<file path="config.mk">
export PLATFORM = sky130hd
export DESIGN_NAME = status_and_nvm_control_regs
export DESIGN_NICKNAME = d
export VERILOG_FILES = /design/src/conv_regs_pkg.sv /design/src/level_sync.sv /design/src/status_and_nvm_control_regs.sv
export VERILOG_INCLUDE_DIRS = /design/src
export SDC_FILE = /design/constraint.sdc
export NUM_CORES = 1
export LEC_CHECK = 0
export ABC_AREA = 1
export BUFFER_PORTS_ARGS = -buffer_cell sky130_fd_sc_hd__buf_4
export CORE_MARGIN = 1.5
export CORE_UTILIZATION = 59
export DETAILED_ROUTE_END_ITERATION = 7
export PLACE_DENSITY = 0.86
export SLEW_MARGIN = 25
export SYNTH_ARGS = -nofsm -noshare
export SYNTH_HDL_FRONTEND = slang
export SYNTH_SLANG_ARGS = --single-unit
</file>
<file path="constraint.sdc">
create_clock -name ref_clk -period 3.85 [get_ports ref_clk]
set_input_delay 0.385 -clock ref_clk [delete_from_list [all_inputs] [get_ports ref_clk]]
set_output_delay 0.385 -clock ref_clk [all_outputs]
set_load 0.005 [all_outputs]
</file>
<file path="src/conv_regs_defs.svh">
`ifndef CONV_REGS_DEFS_SVH
`define CONV_REGS_DEFS_SVH

`define CONV_STATUS_ADDR 8'h05
`define NVM_CONTROL_ADDR 8'hff

`define CONV_STATUS_RESET 8'h00
`define NVM_CONTROL_RESET 8'h00

`define THERMAL_TRIP_BIT 7
`define HOT_JUNCTION_BIT 6
`define LIGHT_LOAD_BIT 5
`define CONVERSION_ACTIVE_BIT 4
`define BYPASS_OVERCURRENT_BIT 3
`define BOOST_OVERCURRENT_BIT 2
`define GENERAL_FAULT_BIT 1
`define OUTPUT_IN_REG_BIT 0

`define NVM_WRITE_TRIGGER_BIT 7
`define NVM_LOCK_REQUEST_BIT 6
`define NVM_LOCKED_BIT 5

`define REF_CLK_PERIOD_PS 25000
`define BOOST_ILIM_TIME_US 1500

`endif

</file>
<file path="src/conv_regs_pkg.sv">
package conv_regs_pkg;
    typedef enum logic [1:0] {
        NVM_IDLE = 2'b00,
        NVM_PROG = 2'b01
    } nvm_state_e;

    typedef logic [7:0] reg_byte_t;
endpackage : conv_regs_pkg

</file>
<file path="src/level_sync.sv">
`timescale 1ns/1ps
module level_sync #(
    parameter int WIDTH = 1
) (
    input wire logic ref_clk,
    input wire logic rst_n,
    input wire logic [WIDTH-1:0] async_in,
    output logic [WIDTH-1:0] sync_out
);
    logic [WIDTH-1:0] meta_ff;
    logic [WIDTH-1:0] sync_ff;

    // Only the second stage is visible outside; the first stage may be metastable.
    always_ff @(posedge ref_clk or negedge rst_n) begin
        if (!rst_n) begin
            meta_ff <= '0;
            sync_ff <= '0;
        end else begin
            meta_ff <= async_in;
            sync_ff <= meta_ff;
        end
    end

    assign sync_out = sync_ff;
endmodule : level_sync

</file>
<file path="src/status_and_nvm_control_regs.sv">
`timescale 1ns/1ps
`include "conv_regs_defs.svh"
module status_and_nvm_control_regs #(
    parameter int BOOST_ILIM_CYCLES =
        (`BOOST_ILIM_TIME_US * 1000000 + `REF_CLK_PERIOD_PS - 1) / `REF_CLK_PERIOD_PS
) (
    input wire logic ref_clk,
    input wire logic rst_n,
    input wire logic [7:0] reg_addr,
    input wire logic reg_wr_en,
    input wire logic [7:0] reg_wdata,
    input wire logic reg_rd_en,
    input wire logic reg_rd_done,
    output logic [7:0] reg_rdata,
    input wire logic thermal_trip_in,
    input wire logic hot_junction_in,
    input wire logic light_load_in,
    input wire logic boost_active_in,
    input wire logic bypass_ilim_in,
    input wire logic boost_ilim_in,
    input wire logic fault_in,
    input wire logic out_in_reg_in,
    input wire logic forced_bypass_in,
    input wire logic nvm_lock_stored_in,
    output logic nvm_prog_req,
    output logic nvm_lock_req,
    input wire logic nvm_prog_done
);
    localparam int CNT_W = $clog2(BOOST_ILIM_CYCLES + 1);
    localparam logic [CNT_W-1:0] CNT_MAX = CNT_W'(BOOST_ILIM_CYCLES);

    function automatic logic addr_hit(input logic [7:0] addr, input logic [7:0] target);
        addr_hit = (addr == target);
    endfunction : addr_hit

    logic [9:0] pins_s;
    logic thermal_s;
    logic hot_s;
    logic light_s;
    logic boost_s;
    logic bypass_ilim_s;
    logic boost_ilim_s;
    logic fault_s;
    logic in_reg_s;
    logic forced_s;
    logic lock_stored_s;

    level_sync #(.WIDTH(10)) u_sync (
        .ref_clk(ref_clk),
        .rst_n(rst_n),
        .async_in({thermal_trip_in, hot_junction_in, light_load_in, boost_active_in,
                   bypass_ilim_in, boost_ilim_in, fault_in, out_in_reg_in,
                   forced_bypass_in, nvm_lock_stored_in}),
        .sync_out(pins_s)
    );

    assign {thermal_s, hot_s, light_s, boost_s, bypass_ilim_s, boost_ilim_s,
            fault_s, in_reg_s, forced_s, lock_stored_s} = pins_s;

    // Status flags, boost limit timer and read snapshot.
    logic thermal_ff, nxt_thermal;
    logic bypass_oc_ff, nxt_bypass_oc;
    logic boost_oc_ff, nxt_boost_oc;
    logic fault_ff, nxt_fault;
    logic [CNT_W-1:0] ilim_cnt_ff, nxt_ilim_cnt;
    logic [7:0] snap_ff, nxt_snap;
    logic rd_pend_ff, nxt_rd_pend;
    logic boost_limit_met;
    logic [7:0] clr_mask;
    logic [7:0] status_live;

    assign boost_limit_met = (ilim_cnt_ff == CNT_MAX);

    always_comb begin
        status_live = `CONV_STATUS_RESET;
        status_live[`THERMAL_TRIP_BIT] = thermal_ff;
        status_live[`HOT_JUNCTION_BIT] = hot_s;
        status_live[`LIGHT_LOAD_BIT] = light_s;
        status_live[`CONVERSION_ACTIVE_BIT] = boost_s;
        status_live[`BYPASS_OVERCURRENT_BIT] = bypass_oc_ff;
        status_live[`BOOST_OVERCURRENT_BIT] = boost_oc_ff;
        status_live[`GENERAL_FAULT_BIT] = fault_ff;
        status_live[`OUTPUT_IN_REG_BIT] = in_reg_s | forced_s;
    end

    always_comb begin
        nxt_snap = snap_ff;
        nxt_rd_pend = rd_pend_ff;
        clr_mask = 8'h00;
        // Only the bits actually returned are cleared, once the transfer finishes.
        if (reg_rd_done && rd_pend_ff) begin
            clr_mask = snap_ff;
            nxt_rd_pend = 1'b0;
        end
        // A completion that meets a new read still clears, so back-to-back reads lose nothing.
        if (reg_rd_en) begin
            nxt_rd_pend = addr_hit(reg_addr, `CONV_STATUS_ADDR);
        end
        if (reg_rd_en && addr_hit(reg_addr, `CONV_STATUS_ADDR)) begin
            nxt_snap = status_live;
        end
        if (boost_s && boost_ilim_s) begin
            nxt_ilim_cnt = boost_limit_met ? ilim_cnt_ff : ilim_cnt_ff + CNT_W'(1);
        end else begin
            nxt_ilim_cnt = '0;
        end
        // A set in the clearing cycle wins so no event is lost.
        nxt_thermal = (thermal_ff & ~clr_mask[`THERMAL_TRIP_BIT]) | thermal_s;
        nxt_bypass_oc = (bypass_oc_ff & ~clr_mask[`BYPASS_OVERCURRENT_BIT])
                        | bypass_ilim_s;
        nxt_boost_oc = (boost_oc_ff & ~clr_mask[`BOOST_OVERCURRENT_BIT])
                       | boost_limit_met;
        nxt_fault = (fault_ff & ~clr_mask[`GENERAL_FAULT_BIT]) | fault_s;
    end

    always_ff @(posedge ref_clk or negedge rst_n) begin
        if (!rst_n) begin
            thermal_ff <= 1'b0;
            bypass_oc_ff <= 1'b0;
            boost_oc_ff <= 1'b0;
            fault_ff <= 1'b0;
            ilim_cnt_ff <= '0;
            snap_ff <= `CONV_STATUS_RESET;
            rd_pend_ff <= 1'b0;
        end else begin
            thermal_ff <= nxt_thermal;
            bypass_oc_ff <= nxt_bypass_oc;
            boost_oc_ff <= nxt_boost_oc;
            fault_ff <= nxt_fault;
            ilim_cnt_ff <= nxt_ilim_cnt;
            snap_ff <= nxt_snap;
            rd_pend_ff <= nxt_rd_pend;
        end
    end

    // Memory control: trigger, lock request, permanent lock and programming sequencer.
    conv_regs_pkg::nvm_state_e state_ff, nxt_state;
    logic wen_ff, nxt_wen;
    logic wp_ff, nxt_wp;
    logic locked_ff, nxt_locked;
    logic prog_req_ff, nxt_prog_req;
    logic lock_req_ff, nxt_lock_req;
    logic nvm_locked;
    logic ctrl_wr;
    logic [7:0] ctrl_read;

    assign nvm_locked = locked_ff | lock_stored_s;
    assign ctrl_wr = reg_wr_en && addr_hit(reg_addr, `NVM_CONTROL_ADDR);

    always_comb begin
        ctrl_read = `NVM_CONTROL_RESET;
        ctrl_read[`NVM_WRITE_TRIGGER_BIT] = wen_ff;
        ctrl_read[`NVM_LOCK_REQUEST_BIT] = wp_ff;
        ctrl_read[`NVM_LOCKED_BIT] = nvm_locked;
    end

    always_comb begin
        nxt_state = state_ff;
        nxt_wen = wen_ff;
        nxt_wp = wp_ff;
        nxt_locked = locked_ff | lock_stored_s;
        nxt_prog_req = prog_req_ff;
        nxt_lock_req = lock_req_ff;
        // Bits 4:0 and the status bit are never stored from a write.
        if (ctrl_wr && state_ff == conv_regs_pkg::NVM_IDLE) begin
            nxt_wp = reg_wdata[`NVM_LOCK_REQUEST_BIT];
        end
        case (state_ff)
            conv_regs_pkg::NVM_IDLE: begin
                nxt_wen = 1'b0;
                if (ctrl_wr && reg_wdata[`NVM_WRITE_TRIGGER_BIT] && !nvm_locked) begin
                    nxt_wen = 1'b1;
                    nxt_prog_req = 1'b1;
                    nxt_lock_req = reg_wdata[`NVM_LOCK_REQUEST_BIT];
                    nxt_state = conv_regs_pkg::NVM_PROG;
                end
            end
            conv_regs_pkg::NVM_PROG: begin
                if (nvm_prog_done) begin
                    nxt_wen = 1'b0;
                    nxt_prog_req = 1'b0;
                    nxt_lock_req = 1'b0;
                    nxt_locked = locked_ff | lock_stored_s | lock_req_ff;
                    nxt_state = conv_regs_pkg::NVM_IDLE;
                end
            end
            default: begin
                nxt_wen = 1'b0;
                nxt_prog_req = 1'b0;
                nxt_lock_req = 1'b0;
                nxt_state = conv_regs_pkg::NVM_IDLE;
            end
        endcase
    end

    always_ff @(posedge ref_clk or negedge rst_n) begin
        if (!rst_n) begin
            state_ff <= conv_regs_pkg::NVM_IDLE;
            wen_ff <= 1'b0;
            wp_ff <= 1'b0;
            locked_ff <= 1'b0;
            prog_req_ff <= 1'b0;
            lock_req_ff <= 1'b0;
        end else begin
            state_ff <= nxt_state;
            wen_ff <= nxt_wen;
            wp_ff <= nxt_wp;
            locked_ff <= nxt_locked;
            prog_req_ff <= nxt_prog_req;
            lock_req_ff <= nxt_lock_req;
        end
    end

    // Read data register; unmapped addresses return zero.
    conv_regs_pkg::reg_byte_t rdata_ff, nxt_rdata;

    always_comb begin
        nxt_rdata = rdata_ff;
        if (reg_rd_en) begin
            if (addr_hit(reg_addr, `CONV_STATUS_ADDR)) begin
                nxt_rdata = status_live;
            end else if (addr_hit(reg_addr, `NVM_CONTROL_ADDR)) begin
                nxt_rdata = ctrl_read;
            end else begin
                nxt_rdata = 8'h00;
            end
        end
    end

    always_ff @(posedge ref_clk or negedge rst_n) begin
        if (!rst_n) begin
            rdata_ff <= 8'h00;
        end else begin
            rdata_ff <= nxt_rdata;
        end
    end

    assign reg_rdata = rdata_ff;
    assign nvm_prog_req = prog_req_ff;
    assign nvm_lock_req = lock_req_ff;

    // Read strobes seen by the checks below; the checks look at the returned byte.
    logic st_rd;
    logic ctl_rd;

    assign st_rd = reg_rd_en && addr_hit(reg_addr, `CONV_STATUS_ADDR);
    assign ctl_rd = reg_rd_en && addr_hit(reg_addr, `NVM_CONTROL_ADDR);
endmodule : status_and_nvm_control_regs

</file>
# Word-level counts from Yosys, hierarchy flattened
# Index checks and enable logic that the tools add are counted.
[word_totals]
reg_bits = 64
in_bits = 32
out_inout_bits = 10
elab_cells = 69
[classes]
n_addsub = 1
n_eq_ne = 7
muxes = 19
n_bitwise = 15
n_reduce_logical = 11
[ops]
columns = ["operator", "count"]
rows = [
  ["$mux 16", 2],
  ["$mux 8", 3],
  ["$add 16x1->16 const B", 1],
  ["$eq 16x16->1 const B", 1],
  ["$eq 8x3->1 const B", 1],
  ["$eq 8x8->1 const B", 1],
  ["$mux 1", 8],
  ["$logic_and 1x1->1", 7],
  ["$or 1x1->1", 7],
  ["$pmux 1 s2", 3],
  ["$and 1x1->1", 4],
  ["$mux 2", 2],
  ["$ne 2x2->1 const B", 2],
  ["$not 1->1", 4],
  ["$pmux 2 s2", 1],
  ["$eq 2x1->1 const B", 1],
  ["$logic_not 2->1", 1],
  ["$ne 2x1->1 const B", 1],
  ["$reduce_and 2->1", 1],
  ["$reduce_bool 2->1", 1],
  ["$logic_not 1->1", 1],
]

# Longest topological paths before layout
# Gate-level depths: netlist of the first run.
[depth]
word_depth = 6
depth_mapped = 7
ltp_nobuf = 7

# By module
# Synthesis of the first run repeated with hierarchy kept, for this count alone.
[unflattened]
hier_cells = 266
area_unflattened_um2 = 2404.8
[modules_own_cells]
columns = ["mod", "n_inst", "cells_each", "area_each_um2", "seq_area_each_um2"]
rows = [
  ["status_and_nvm_control_regs", 1, 246, 1904.3, 950.9],
  ["level_sync", 1, 20, 500.5, 500.5],
]

# Worst setup path after synthesis of the first run
# OpenSTA, ideal clock, no wires.
[synth_path]
path_type = "register to register"
start = "register ilim_cnt_ff[1]"
end = "register ilim_cnt_ff[14]"
setup_ns = 0.122
arrival_ns = 1.120
required_ns = 3.728
setup_slack_ns = 2.608
path_stages_with_launch = 7
path_buffers = 0
path_cell_list = "dfrtp_1 -> ha_1 -> nand2_1 -> nor2_2 -> nand2_2 -> nor3_1 -> nor2_1"
[synth_via]
elab_chain_len = 3
[synth_lines]
columns = ["item", "line", "text"]
rows = [
  ["start, declared", "status_and_nvm_control_regs.sv:65", "logic [CNT_W-1:0] ilim_cnt_ff, nxt_ilim_cnt;"],
  ["start signal, assigned", "status_and_nvm_control_regs.sv:130", "ilim_cnt_ff <= nxt_ilim_cnt;"],
  ["$add 16x1->16", "status_and_nvm_control_regs.sv:103", "nxt_ilim_cnt = boost_limit_met ? ilim_cnt_ff : ilim_cnt_ff + CNT_W'(1);"],
  ["$mux 16", "status_and_nvm_control_regs.sv:103", ""],
  ["$mux 16", "status_and_nvm_control_regs.sv:102", "if (boost_s && boost_ilim_s) begin"],
]
# Parallel ways exist; a longest one is shown, timed or not. The select of a mux whose other input is x is not followed.
# A chain may end at the register's enable or synchronous reset.

# Worst setup path after layout of the first run
[layout_path]
start = "register ilim_cnt_ff[1]"
end = "register ilim_cnt_ff[12]"
# Same word-level chain as after synthesis.

==> results of run 1 <==
routing by layer:
layer / track usage, % / up-vias / share of wire [%]
li1: - / 1011 / -
met2: 45.47 / 66 / 51
met3: 7.401 / 15 / 5.3
met1: 31.11 / 943 / 41
met5: 0 / - / 0
met4: 10.25 / 0 / 2.7
stage by stage:
stage	std cells	utilization [%]
4_1_cts	388	74.10
3_3_place_gp	372	69.66
2_1_floorplan	288	-
6_report	388	74.10
5_1_grt	388	74.10
3_5_place_dp	372	69.66
worst max-delay path: cells and delay by family (launching register included):
family,cells,cell delay [ns]
AND/OR/NAND/NOR,6,0.74
adder cells (fa/ha/maj),1,0.23
flip-flops,1,0.45
final cells by class:
type	instances	area [µm²]
Tap cell	50	62.56
Multi-Input combinational cell	192	890.9
Clock buffer	10	137.6
Inverter	37	138.9
Sequential cell	58	1451
Clock inverter	6	41.29
Fill cell	295	1044
Timing Repair Buffer	35	262.8
layout by cell type (no fill, tap or decap), drive strengths merged:
cell type	count
nand2	83
dfrtp	58
nor2	41
inv	37
buf	35
nand3	22
o21ai	17
nand4	11
clkbuf	10
a21oi	5
nor3	5
clkinvlp	3
clkinv	3
o21bai	2
ha	2
a31o	1
xor2	1
and2	1
or2	1
flip-flops by register name, indices dropped and copies added, names as in the netlist, 4 cells and up:
register	flops
ilim_cnt_ff	16
snap_ff	4
u_sync.meta_ff	10
u_sync.sync_out	10
reg_rdata	8
worst paths after layout:
kind,from,end,cells after the start
max,ilim_cnt_ff[1]$_DFFE_PN0P_,ilim_cnt_ff[12]$_DFFE_PN0P_,7
max reg2reg,ilim_cnt_ff[1]$_DFFE_PN0P_,ilim_cnt_ff[12]$_DFFE_PN0P_,7
max in group asynchronous,rst_n,ilim_cnt_ff[6]$_DFFE_PN0P_,1
min reg2reg,u_sync.meta_ff[0]$_DFF_PN0_,u_sync.sync_out[0]$_DFF_PN0_,0
min in group ref_clk,bypass_ilim_in,u_sync.meta_ff[5]$_DFF_PN0_,1
min,rst_n,ilim_cnt_ff[10]$_DFFE_PN0P_,1
synth_stat cells (all sizes together):
| cell | n |
|---|---|
| nand2 | 83 |
| or2 | 1 |
| and2 | 1 |
| clkinv | 1 |
| o21bai | 2 |
| nand4 | 11 |
| a21oi | 5 |
| a31o | 1 |
| nand3 | 22 |
| nor2 | 41 |
| inv | 36 |
| nor3 | 5 |
| xor2 | 1 |
| ha | 2 |
| dfrtp | 58 |
| buf | 1 |
| o21ai | 17 |
logic make-up (layout without fill, tap and decap cells):
| group | after synthesis | count (layout) | share of synthesized area [%] |
|---|---|---|---|
| simple gates | 164 | 164 | 28.94 |
| compound gates | 25 | 25 | 5.536 |
| fa+ha+maj | 2 | 2 | 1.006 |
| flops | 58 | 58 | 58.38 |
| buf+inv | 38 | 88 | 5.787 |
| xor+xnor | 1 | 1 | 0.3524 |
report_power, final:
group	switching [mW]	total [mW]	internal, mW
clock	0.246	0.496	0.250
sequential	0.00640	0.633	0.627
combinational	0.0323	0.0554	0.0232
total	0.284	1.18	0.900
==> impl_metrics.csv, run 1 <==
group,metric,value,unit
setup_path,path_cells,"ha_1, nand2_1, nor2_1, nand3_1, nand2_1, nand2_1, nor2_1",
pwr,power,1.184,mW
sta,timing.hold.ws,0.08751,ns
placement,io_buffers,35,
clocking,clock-sinks,58,
sta,fin_ws,2.360,ns
pwr,leakage,1.478,nW
detailed_routing,ant_nets,0,
final_layout,antenna_cells,0,
floorplanning,fp.dieH,67.92,µm
floorplanning,fp.coreArea,4029,µm²
floorplanning,start_util,61.71,%
detailed_routing,drt-wirelength-per-cell,13.53,µm
clocking,cts_tree,"done",
sta,setup_viol,0,
setup_path,start_kind,"flop",
final_layout,finalNetCount,367,
logic_synthesis,yosysWarnings,0,
logic_synthesis,syn-instance-count,288,
job,maxCapViolations,0,
clocking,h-tree-depth,3,
sta,fmax,671.0,MHz
final_layout,final_area,2985,µm²
sta,period_share,38.71,%
detailed_routing,routed-via-count,2035,
placement,gp_congestion,0.8828,
sta,setup_tns,0,ns
detailed_routing,viasPerCell,5.245,
sta,finalHoldViolations,0,
global_route,grt.total_usage,26.28,%
setup_path,slowest_stage,"dfrtp_1",
setup_path,r2r_slack,2.36,ns
clocking,cts_resized,0,
logic_synthesis,synth_fp_nets,322,
clocking,cts_setup_buffers,0,
outcome,status,"finished clean",
setup_path,arrival,1.76,ns
pwr,irDropWorstVdd,0.2984,mV
floorplanning,dieArea,4612,µm²
detailed_routing,drc,0,
placement,dp_hpwl,3521,µm
final_layout,synthToLayoutAreaGrowth,20.08,%
detailed_routing,drt-pass1-iter-count,4,
logic_synthesis,ys_seq_elements,58,
clocking,clk_pin_slew,0.07,ns
global_route,grt_max_degree,59,
setup_path,cp_slowest_stage_delay,0.45,ns
logic_synthesis,synthDistinctLibCells,23,
setup_path,path_common_cell,"nand2_1",
setup_path,endpoint_kind,"flop",
logic_synthesis,synth.cell_area,2486,µm²
floorplanning,ios,42,
detailed_routing,wl,5248,µm
logic_synthesis,synth_top_area_share,58.38,%
clocking,clock_path_buffers,2,
setup_path,critPathMaxFanout,4,
placement,placed_cell_area,2806,µm²
global_route,overflow,0,
pwr,power.density,396.6,nW/µm²
global_route,grt_pass1_wl,8742,µm
sta,max_slew.worst_pin.slew,0.7114,ns
sta,rsz0062_at_grt,"no",
setup_path,path_class,"flop to flop",
clocking,cts_made_buffers,9,
global_route,antenna_found_initial,0,
sta,fin_skew,0.009655,ns
logic_synthesis,syn_avg_cell_area,8.632,µm²
placement,pre_cts_ws,2.330,ns
logic_synthesis,synth_area_leaders,"dfrtp_1, nand2_1, nor2_1, inv_1, nand3_1",
clocking,clock_latency,0.34,ns
sta,period_needed,1.490,ns
setup_path,worstPathRequired,4.12,ns
floorplanning,die_w,67.92,µm
sta,max_slew_margin,52.57,%
sta,drv_slew,0,
logic_synthesis,synth-seq-area-share,58.38,%
detailed_routing,drt_iter0_markers,138,
clocking,postCtsHoldBufs,0,
logic_synthesis,yosysTopAreaCell,"dfrtp_1",
clocking,cts_root_buffer,"clkbuf_8",
floorplanning,rows,23,
worst_hold_path,holdCritPathClass,"input pin to asynchronous set/reset pin",
global_route,grt_pass1_vias,2005,
final_layout,drive_above_1_share,17.75,%
(Power assumes the default switching activity.)
==> run 2: changes to the inputs <==
- ABC_AREA: 1 -> 0
- CORE_UTILIZATION: 59 -> 54
- PLACE_DENSITY: 0.86 -> 0.81
- clock period: 3.85 -> 1.5 ns (I/O delays scaled with it)
==> run 2 against run 1 <==
Against the previous run:
- the run now ends with setup timing left
- sequential cell count is the same
- largest power group unchanged
- critical path type unchanged
- first-iteration DRC count shrank 41%
- cell area grew 5.8%
==> impl_metrics.csv, run 2 <==
group,metric,value,unit
outcome,status,"complete, but fails checks",
outcome,violations,"setup timing",
global_route,overflow,0,
placement,placed_cell_area,2785,µm²
detailed_routing,drt_iter0_markers,82,
floorplanning,rows,23,
sta,max_slew_margin,71.98,%
logic_synthesis,synth_commonest_cells,"dfrtp_1, inv_1, nand2_1",
sta,setup_viol,7,
clocking,clock_path_buffers,2,
sta,max_slew.worst_pin.slew,0.4202,ns
final_layout,finalNetCount,312,
placement,pre_cts_ws,-0.1139,ns
global_route,grt_pass1_vias,1801,
pwr,leakage,1.443,nW
placement,dp_hpwl,3221,µm
setup_path,cp_slowest_stage_delay,0.53,ns
detailed_routing,wl,4988,µm
final_layout,largest_reg_flops,16,
global_route,grt_max_degree,36,
sta,rsz0062_at_grt,"yes",
logic_synthesis,yosysTopAreaCell,"dfrtp_1",
setup_path,path_cells,"or4b_4, nor4_4, buf_4, mux2i_1",
global_route,use_met3,6.494,%
pwr,power.density,959.7,nW/µm²
sta,period_share,107.3,%
clocking,clock-sinks,58,
setup_path,slowest_stage,"or4b_4",
clocking,cts_root_buffer,"clkbuf_8",
setup_path,critPathLaunch,"ilim_cnt_ff[2]$_DFFE_PN0P_",
setup_path,endpoint_kind,"flop",
logic_synthesis,synth_edf_count,0,
logic_synthesis,syn_avg_cell_area,11.71,µm²
sta,fmax,621.4,MHz
global_route,grt.total_usage,25.19,%
sta,finalHoldViolations,0,
final_layout,final_area,3158,µm²
clocking,clock_latency,0.33,ns
floorplanning,ios,42,
setup_path,crit_end,"ilim_cnt_ff[1]$_DFFE_PN0P_",
final_layout,top_register,"ilim_cnt_ff",
logic_synthesis,yosysMostFrequentCell,"dfrtp_1",
final_layout,mostFrequentLayoutCell,"buf_4",
global_route,top_usage_layer,"met2",
placement,io_buffers,35,
setup_path,worstPathRequired,1.75,ns
setup_path,reg2reg_to,"ilim_cnt_ff[1]$_DFFE_PN0P_",
clocking,cts_made_buffers,9,
detailed_routing,routed-via-count,1793,
worst_hold_path,holdCritPathClass,"input pin to flop",
setup_path,start_kind,"flop",
logic_synthesis,yosys_most_used_dff,"dfrtp_1",
logic_synthesis,ys_seq_elements,58,
final_layout,antenna_cells,0,
sta,period_needed,1.609,ns
final_layout,synthToLayoutAreaGrowth,35.55,%
placement,gp_congestion,0.8268,
sta,setup_tns,-0.3954,ns
logic_synthesis,ys_async_sr_fraction,100.0,%
final_layout,final_cell_mix,"buf_4, dfrtp_1, inv_1, nand2_1, dlygate4sd3_1",
clocking,clk_pin_slew,0.06,ns
sta,drv_slew,0,
logic_synthesis,synth_top_area_share,62.30,%
detailed_routing,drc,0,
logic_synthesis,synth_area_leaders,"dfrtp_1, inv_1, mux2_2, nand2_1, mux2i_1",
detailed_routing,ant_nets,0,
logic_synthesis,synth_fp_nets,233,
setup_path,arrival,1.86,ns
logic_synthesis,synth.cell_area,2330,µm²
logic_synthesis,yosysWarnings,0,
final_layout,fillers,260,
floorplanning,fp.dieH,68.69,µm
logic_synthesis,syn-instance-count,199,
setup_path,worstRegToRegCells,4,
job,maxCapViolations,0,
setup_path,path_class,"flop to flop",
global_route,grt_pass1_wl,8293,µm
setup_path,r2r_slack,-0.11,ns
pwr,irDropWorstVdd,0.7687,mV
floorplanning,die_w,68.69,µm
final_layout,fin_util,77.28,%
setup_path,critPathMaxFanout,4,
detailed_routing,drt-pass1-iter-count,4,
setup_path,r2r-start,"ilim_cnt_ff[2]$_DFFE_PN0P_",
clocking,h-tree-depth,3,
floorplanning,start_util,57.01,%
detailed_routing,viasPerCell,5.384,
global_route,use_met2,41.35,%
pwr,power,3.031,mW
detailed_routing,drt-wirelength-per-cell,14.98,µm
floorplanning,fp.coreArea,4086,µm²
sta,fin_skew,0.004987,ns
global_route,antenna_found_initial,0,
global_route,grt_util_met1,29.76,%
clocking,cts_tree,"done",
floorplanning,dieArea,4718,µm²
logic_synthesis,synthDistinctLibCells,33,
final_layout,drive_above_1_share,31.80,%
sta,fin_ws,-0.1091,ns
logic_synthesis,synth-seq-area-share,62.30,%
==> run 2: changes by cell type in the layout (fill, tap and decap cells not counted), sizes merged, moves of 5 or more <==
cell         change
inv             -17
nand3           -11
nand2           -66
mux2             +6
nand2b           +6
mux2i            +6
buf             +25
nor4             +6
o21ai           -12
nor2            -36
o22ai            +6
nor3             -5
dlygate4sd3     +11
==> run 2: kinds of logic (layout without fill, tap and decap cells) <==
kind of cell    after synthesis  count (layout)  synth area share (%)
simple gates                 71              71                 17.94
fa+ha+maj                     2               2                 1.074
compound gates               31              31                 8.647
buf+inv                      23             107                 3.813
xor+xnor                      2               2                0.7520
flops                        58              58                 62.30
mux                          12              12                 5.478
==> run 2: worst min path at each step <==
stage                        startpoint                           to  slack [ns]  cells past startpoint
after floorplan                   rst_n        boost_oc_ff$_DFF_PN0_       -0.15                      0
after global placement            rst_n     nvm_lock_req$_DFFE_PN0P_        0.06                      1
after detailed placement          rst_n  u_sync.meta_ff[0]$_DFF_PN0_        0.07                      1
after CTS                 nvm_prog_done     nvm_prog_req$_DFFE_PN0P_        0.03                      2
after global routing      nvm_prog_done     nvm_prog_req$_DFFE_PN0P_        0.04                      2
final                     nvm_prog_done     nvm_prog_req$_DFFE_PN0P_        0.04                      2
==> run 2: per-stage QoR <==
step                      hold slack (ns)  instances
final                             0.03615        333
after global routing              0.04485        333
after CTS                         0.02686        331
after detailed placement          0.06779        298
after global placement            0.06177        298
after floorplan                   -0.1456        199
==> run 2: worst max-delay path, delay by kind of cell (launching register included) <==
kind | cells | cell delay (ns)
mux | 1 | 0.19
simple gates | 2 | 0.74
buf+inv | 1 | 0.17
flops | 1 | 0.42
==> run 2: timing repair <==
item | in CTS | in global routing
endpoints found under the setup margin | 13 | 15
hold endpoints to repair | 33 | 0
pin swaps | 6 | 1
resized for setup | 3 | 5
buffers inserted | 6 | 2
hold buffers | 11 | 0
==> run 2: cell type report <==
cell class | instances | area [µm²] | share of cell area, %
Timing Repair Buffer | 71 | 576.8 | 18.26
Inverter | 20 | 75.07 | 2.377
Sequential cell | 58 | 1454 | 46.04
Multi-Input combinational cell | 118 | 818.3 | 25.91
Clock buffer | 11 | 141.4 | 4.477
Tap cell | 50 | 62.56 | 1.981
Clock inverter | 5 | 30.03 | 0.9509
==> run 2: power by group <==
part	total (mW)	leakage, nW	internal (mW)	switching, mW
sequential	1.62	0.738	1.60	0.0183
clock	1.24	0.0851	0.634	0.607
combinational	0.169	0.620	0.0875	0.0813
==> run 2: metal layers <==
metal	up-vias	part of all wire [%]
li1	871	-
met1	869	42
met2	38	52
met3	15	3.3
met4	0	3.0
met5	-	0
==> run 3: changes to the inputs <==
==> constraint.sdc (replaced) <==
create_clock -name ref_clk -period 1.5 [get_ports ref_clk]
set_input_delay 0.45 -clock ref_clk [delete_from_list [all_inputs] [get_ports ref_clk]]
set_output_delay 0.45 -clock ref_clk [all_outputs]
set_load 0.005 [all_outputs]
==> run 3 against run 2 <==
Against the previous run:
- the flow still finishes with violations (setup timing)
- sequential share of layout area up 0.34 points
- final cell count down 2.4%
- via count up 1.4%
- combinational power down 7%
==> impl_metrics.csv, run 3 (synthesis gave the netlist of run 2 again) <==
group,metric,value,unit
sta,max_slew_margin,68.41,%
detailed_routing,viasPerCell,5.594,
sta,period_needed,1.602,ns
global_route,top_usage_layer,"met2",
floorplanning,ios,42,
sta,fmax,624.4,MHz
global_route,use_met3,9.091,%
global_route,grt_util_met1,28.26,%
pwr,power,3.344,mW
detailed_routing,ant_nets,0,
clocking,cts_made_buffers,9,
clocking,cts_root_buffer,"clkbuf_8",
floorplanning,die_w,68.69,µm
global_route,antenna_found_initial,0,
detailed_routing,drt-pass1-iter-count,4,
clocking,h-tree-depth,3,
clocking,clock_latency,0.35,ns
floorplanning,fp.dieH,68.69,µm
floorplanning,start_util,57.01,%
sta,period_share,106.8,%
clocking,clk_pin_slew,0.07,ns
detailed_routing,routed-via-count,1818,
final_layout,mostFrequentLayoutCell,"buf_4",
global_route,grt_pass1_wl,8259,µm
floorplanning,fp.coreArea,4086,µm²
floorplanning,rows,23,
final_layout,fillers,261,
floorplanning,dieArea,4718,µm²
sta,fin_skew,0.007011,ns
sta,finalHoldViolations,0,
placement,pre_cts_ws,-0.1883,ns
setup_path,critPathMaxFanout,4,
final_layout,finalNetCount,304,
final_layout,antenna_cells,0,
sta,max_slew.worst_pin.slew,0.4739,ns
setup_path,path_class,"flop to flop",
setup_path,start_kind,"flop",
global_route,grt_pass1_vias,1818,
final_layout,synthToLayoutAreaGrowth,34.32,%
outcome,violations,"setup timing",
placement,dp_hpwl,3266,µm
sta,drv_slew,0,
clocking,clock_path_buffers,2,
global_route,grt_max_degree,28,
detailed_routing,drt-wirelength-per-cell,16.04,µm
global_route,use_met2,43.27,%
placement,io_buffers,35,
sta,setup_tns,-0.4135,ns
sta,setup_viol,6,
sta,fin_ws,-0.1016,ns
setup_path,arrival,1.86,ns
final_layout,top_register,"ilim_cnt_ff",
placement,gp_congestion,0.8554,
worst_hold_path,holdCritPathClass,"input pin to flop",
pwr,power.density,1069,nW/µm²
global_route,overflow,0,
detailed_routing,drt_iter0_markers,142,
setup_path,endpoint_kind,"flop",
final_layout,area.sequential,1451,µm²
sta,rsz0062_at_grt,"yes",
final_layout,drive_above_1_share,33.45,%
job,maxCapViolations,0,
setup_path,worstPathRequired,1.76,ns
detailed_routing,drc,0,
outcome,status,"complete, but fails checks",
detailed_routing,wl,5213,µm
final_layout,fin_util,76.58,%
pwr,irDropWorstVdd,1.282,mV
global_route,grt.total_usage,25.34,%
pwr,leakage,1.447,nW
final_layout,final_cell_mix,"buf_4, dfrtp_1, inv_1, nand2_1",
final_layout,largest_reg_flops,16,
clocking,clock-sinks,58,
final_layout,multi_input_area,830.8,µm²
clocking,cts_tree,"done",
-- run 3: final timing paths --
kind | from | endpoint | slack, ns | cells after the start
max in group asynchronous | rst_n | ilim_cnt_ff[10]$_DFFE_PN0P_ | 0.51 | 3
min in group asynchronous | rst_n | nvm_prog_req$_DFFE_PN0P_ | 0.53 | 2
worst min register to register | u_sync.meta_ff[1]$_DFF_PN0_ | u_sync.sync_out[1]$_DFF_PN0_ | 0.35 | 0
worst min-delay path | boost_active_in | u_sync.meta_ff[6]$_DFF_PN0_ | 0.21 | 1
worst max-delay path | ilim_cnt_ff[3]$_DFFE_PN0P_ | ilim_cnt_ff[1]$_DFFE_PN0P_ | -0.10 | 3
worst max register to register | ilim_cnt_ff[3]$_DFFE_PN0P_ | ilim_cnt_ff[1]$_DFFE_PN0P_ | -0.10 | 3
-- run 3: report_power, final --
| group | leakage [nW] | internal [mW] | switching (mW) |
|---|---|---|---|
| Sequential | 0.741 | 1.60 | 0.0185 |
| Clock | 0.105 | 0.930 | 0.637 |
| Combinational | 0.601 | 0.0774 | 0.0799 |
-- run 3: area by class of cell --
type                       instances  area share, %
timing repair buffer              63          15.71
inverter                          20          2.399
clock inverter                     7          2.999
multi-input combinational        118          26.55
tap                               50          1.999
clock buffer                       9          3.958
sequential                        58          46.38
-- run 3: worst max-delay path: stages (launching register included) --
cell and delay [ns]:
dfrtp_1 0.37, or4b_4 0.55, nor4_4 0.34, mux2i_1 0.25
-- run 3: layer usage --
layer,wire (µm),up-vias
met5,0,-
met4,160,0
met3,243,15
met2,2709,46
met1,2099,905
li1,-,852
-- run 3: timing repair --
| action | in CTS | in global routing |
|---|---|---|
| resized for setup | 1 | 5 |
| buffers inserted | 2 | 3 |
| endpoints found under the hold margin | 20 | 0 |
| endpoints found under the setup margin | 6 | 15 |
| pin swaps | 3 | 5 |
| hold buffers | 1 | 0 |
-- run 3: metrics by stage --
stage / instance area [µm²] / std cells / hold WS [ns]
floorplan: 2341 / 199 / 0.1544
global placement: 2828 / 303 / 0.3321
detailed placement: 2828 / 303 / 0.3355
CTS: 3077 / 322 / 0.2043
global route: 3129 / 325 / 0.1877
finish: 3129 / 325 / 0.2070
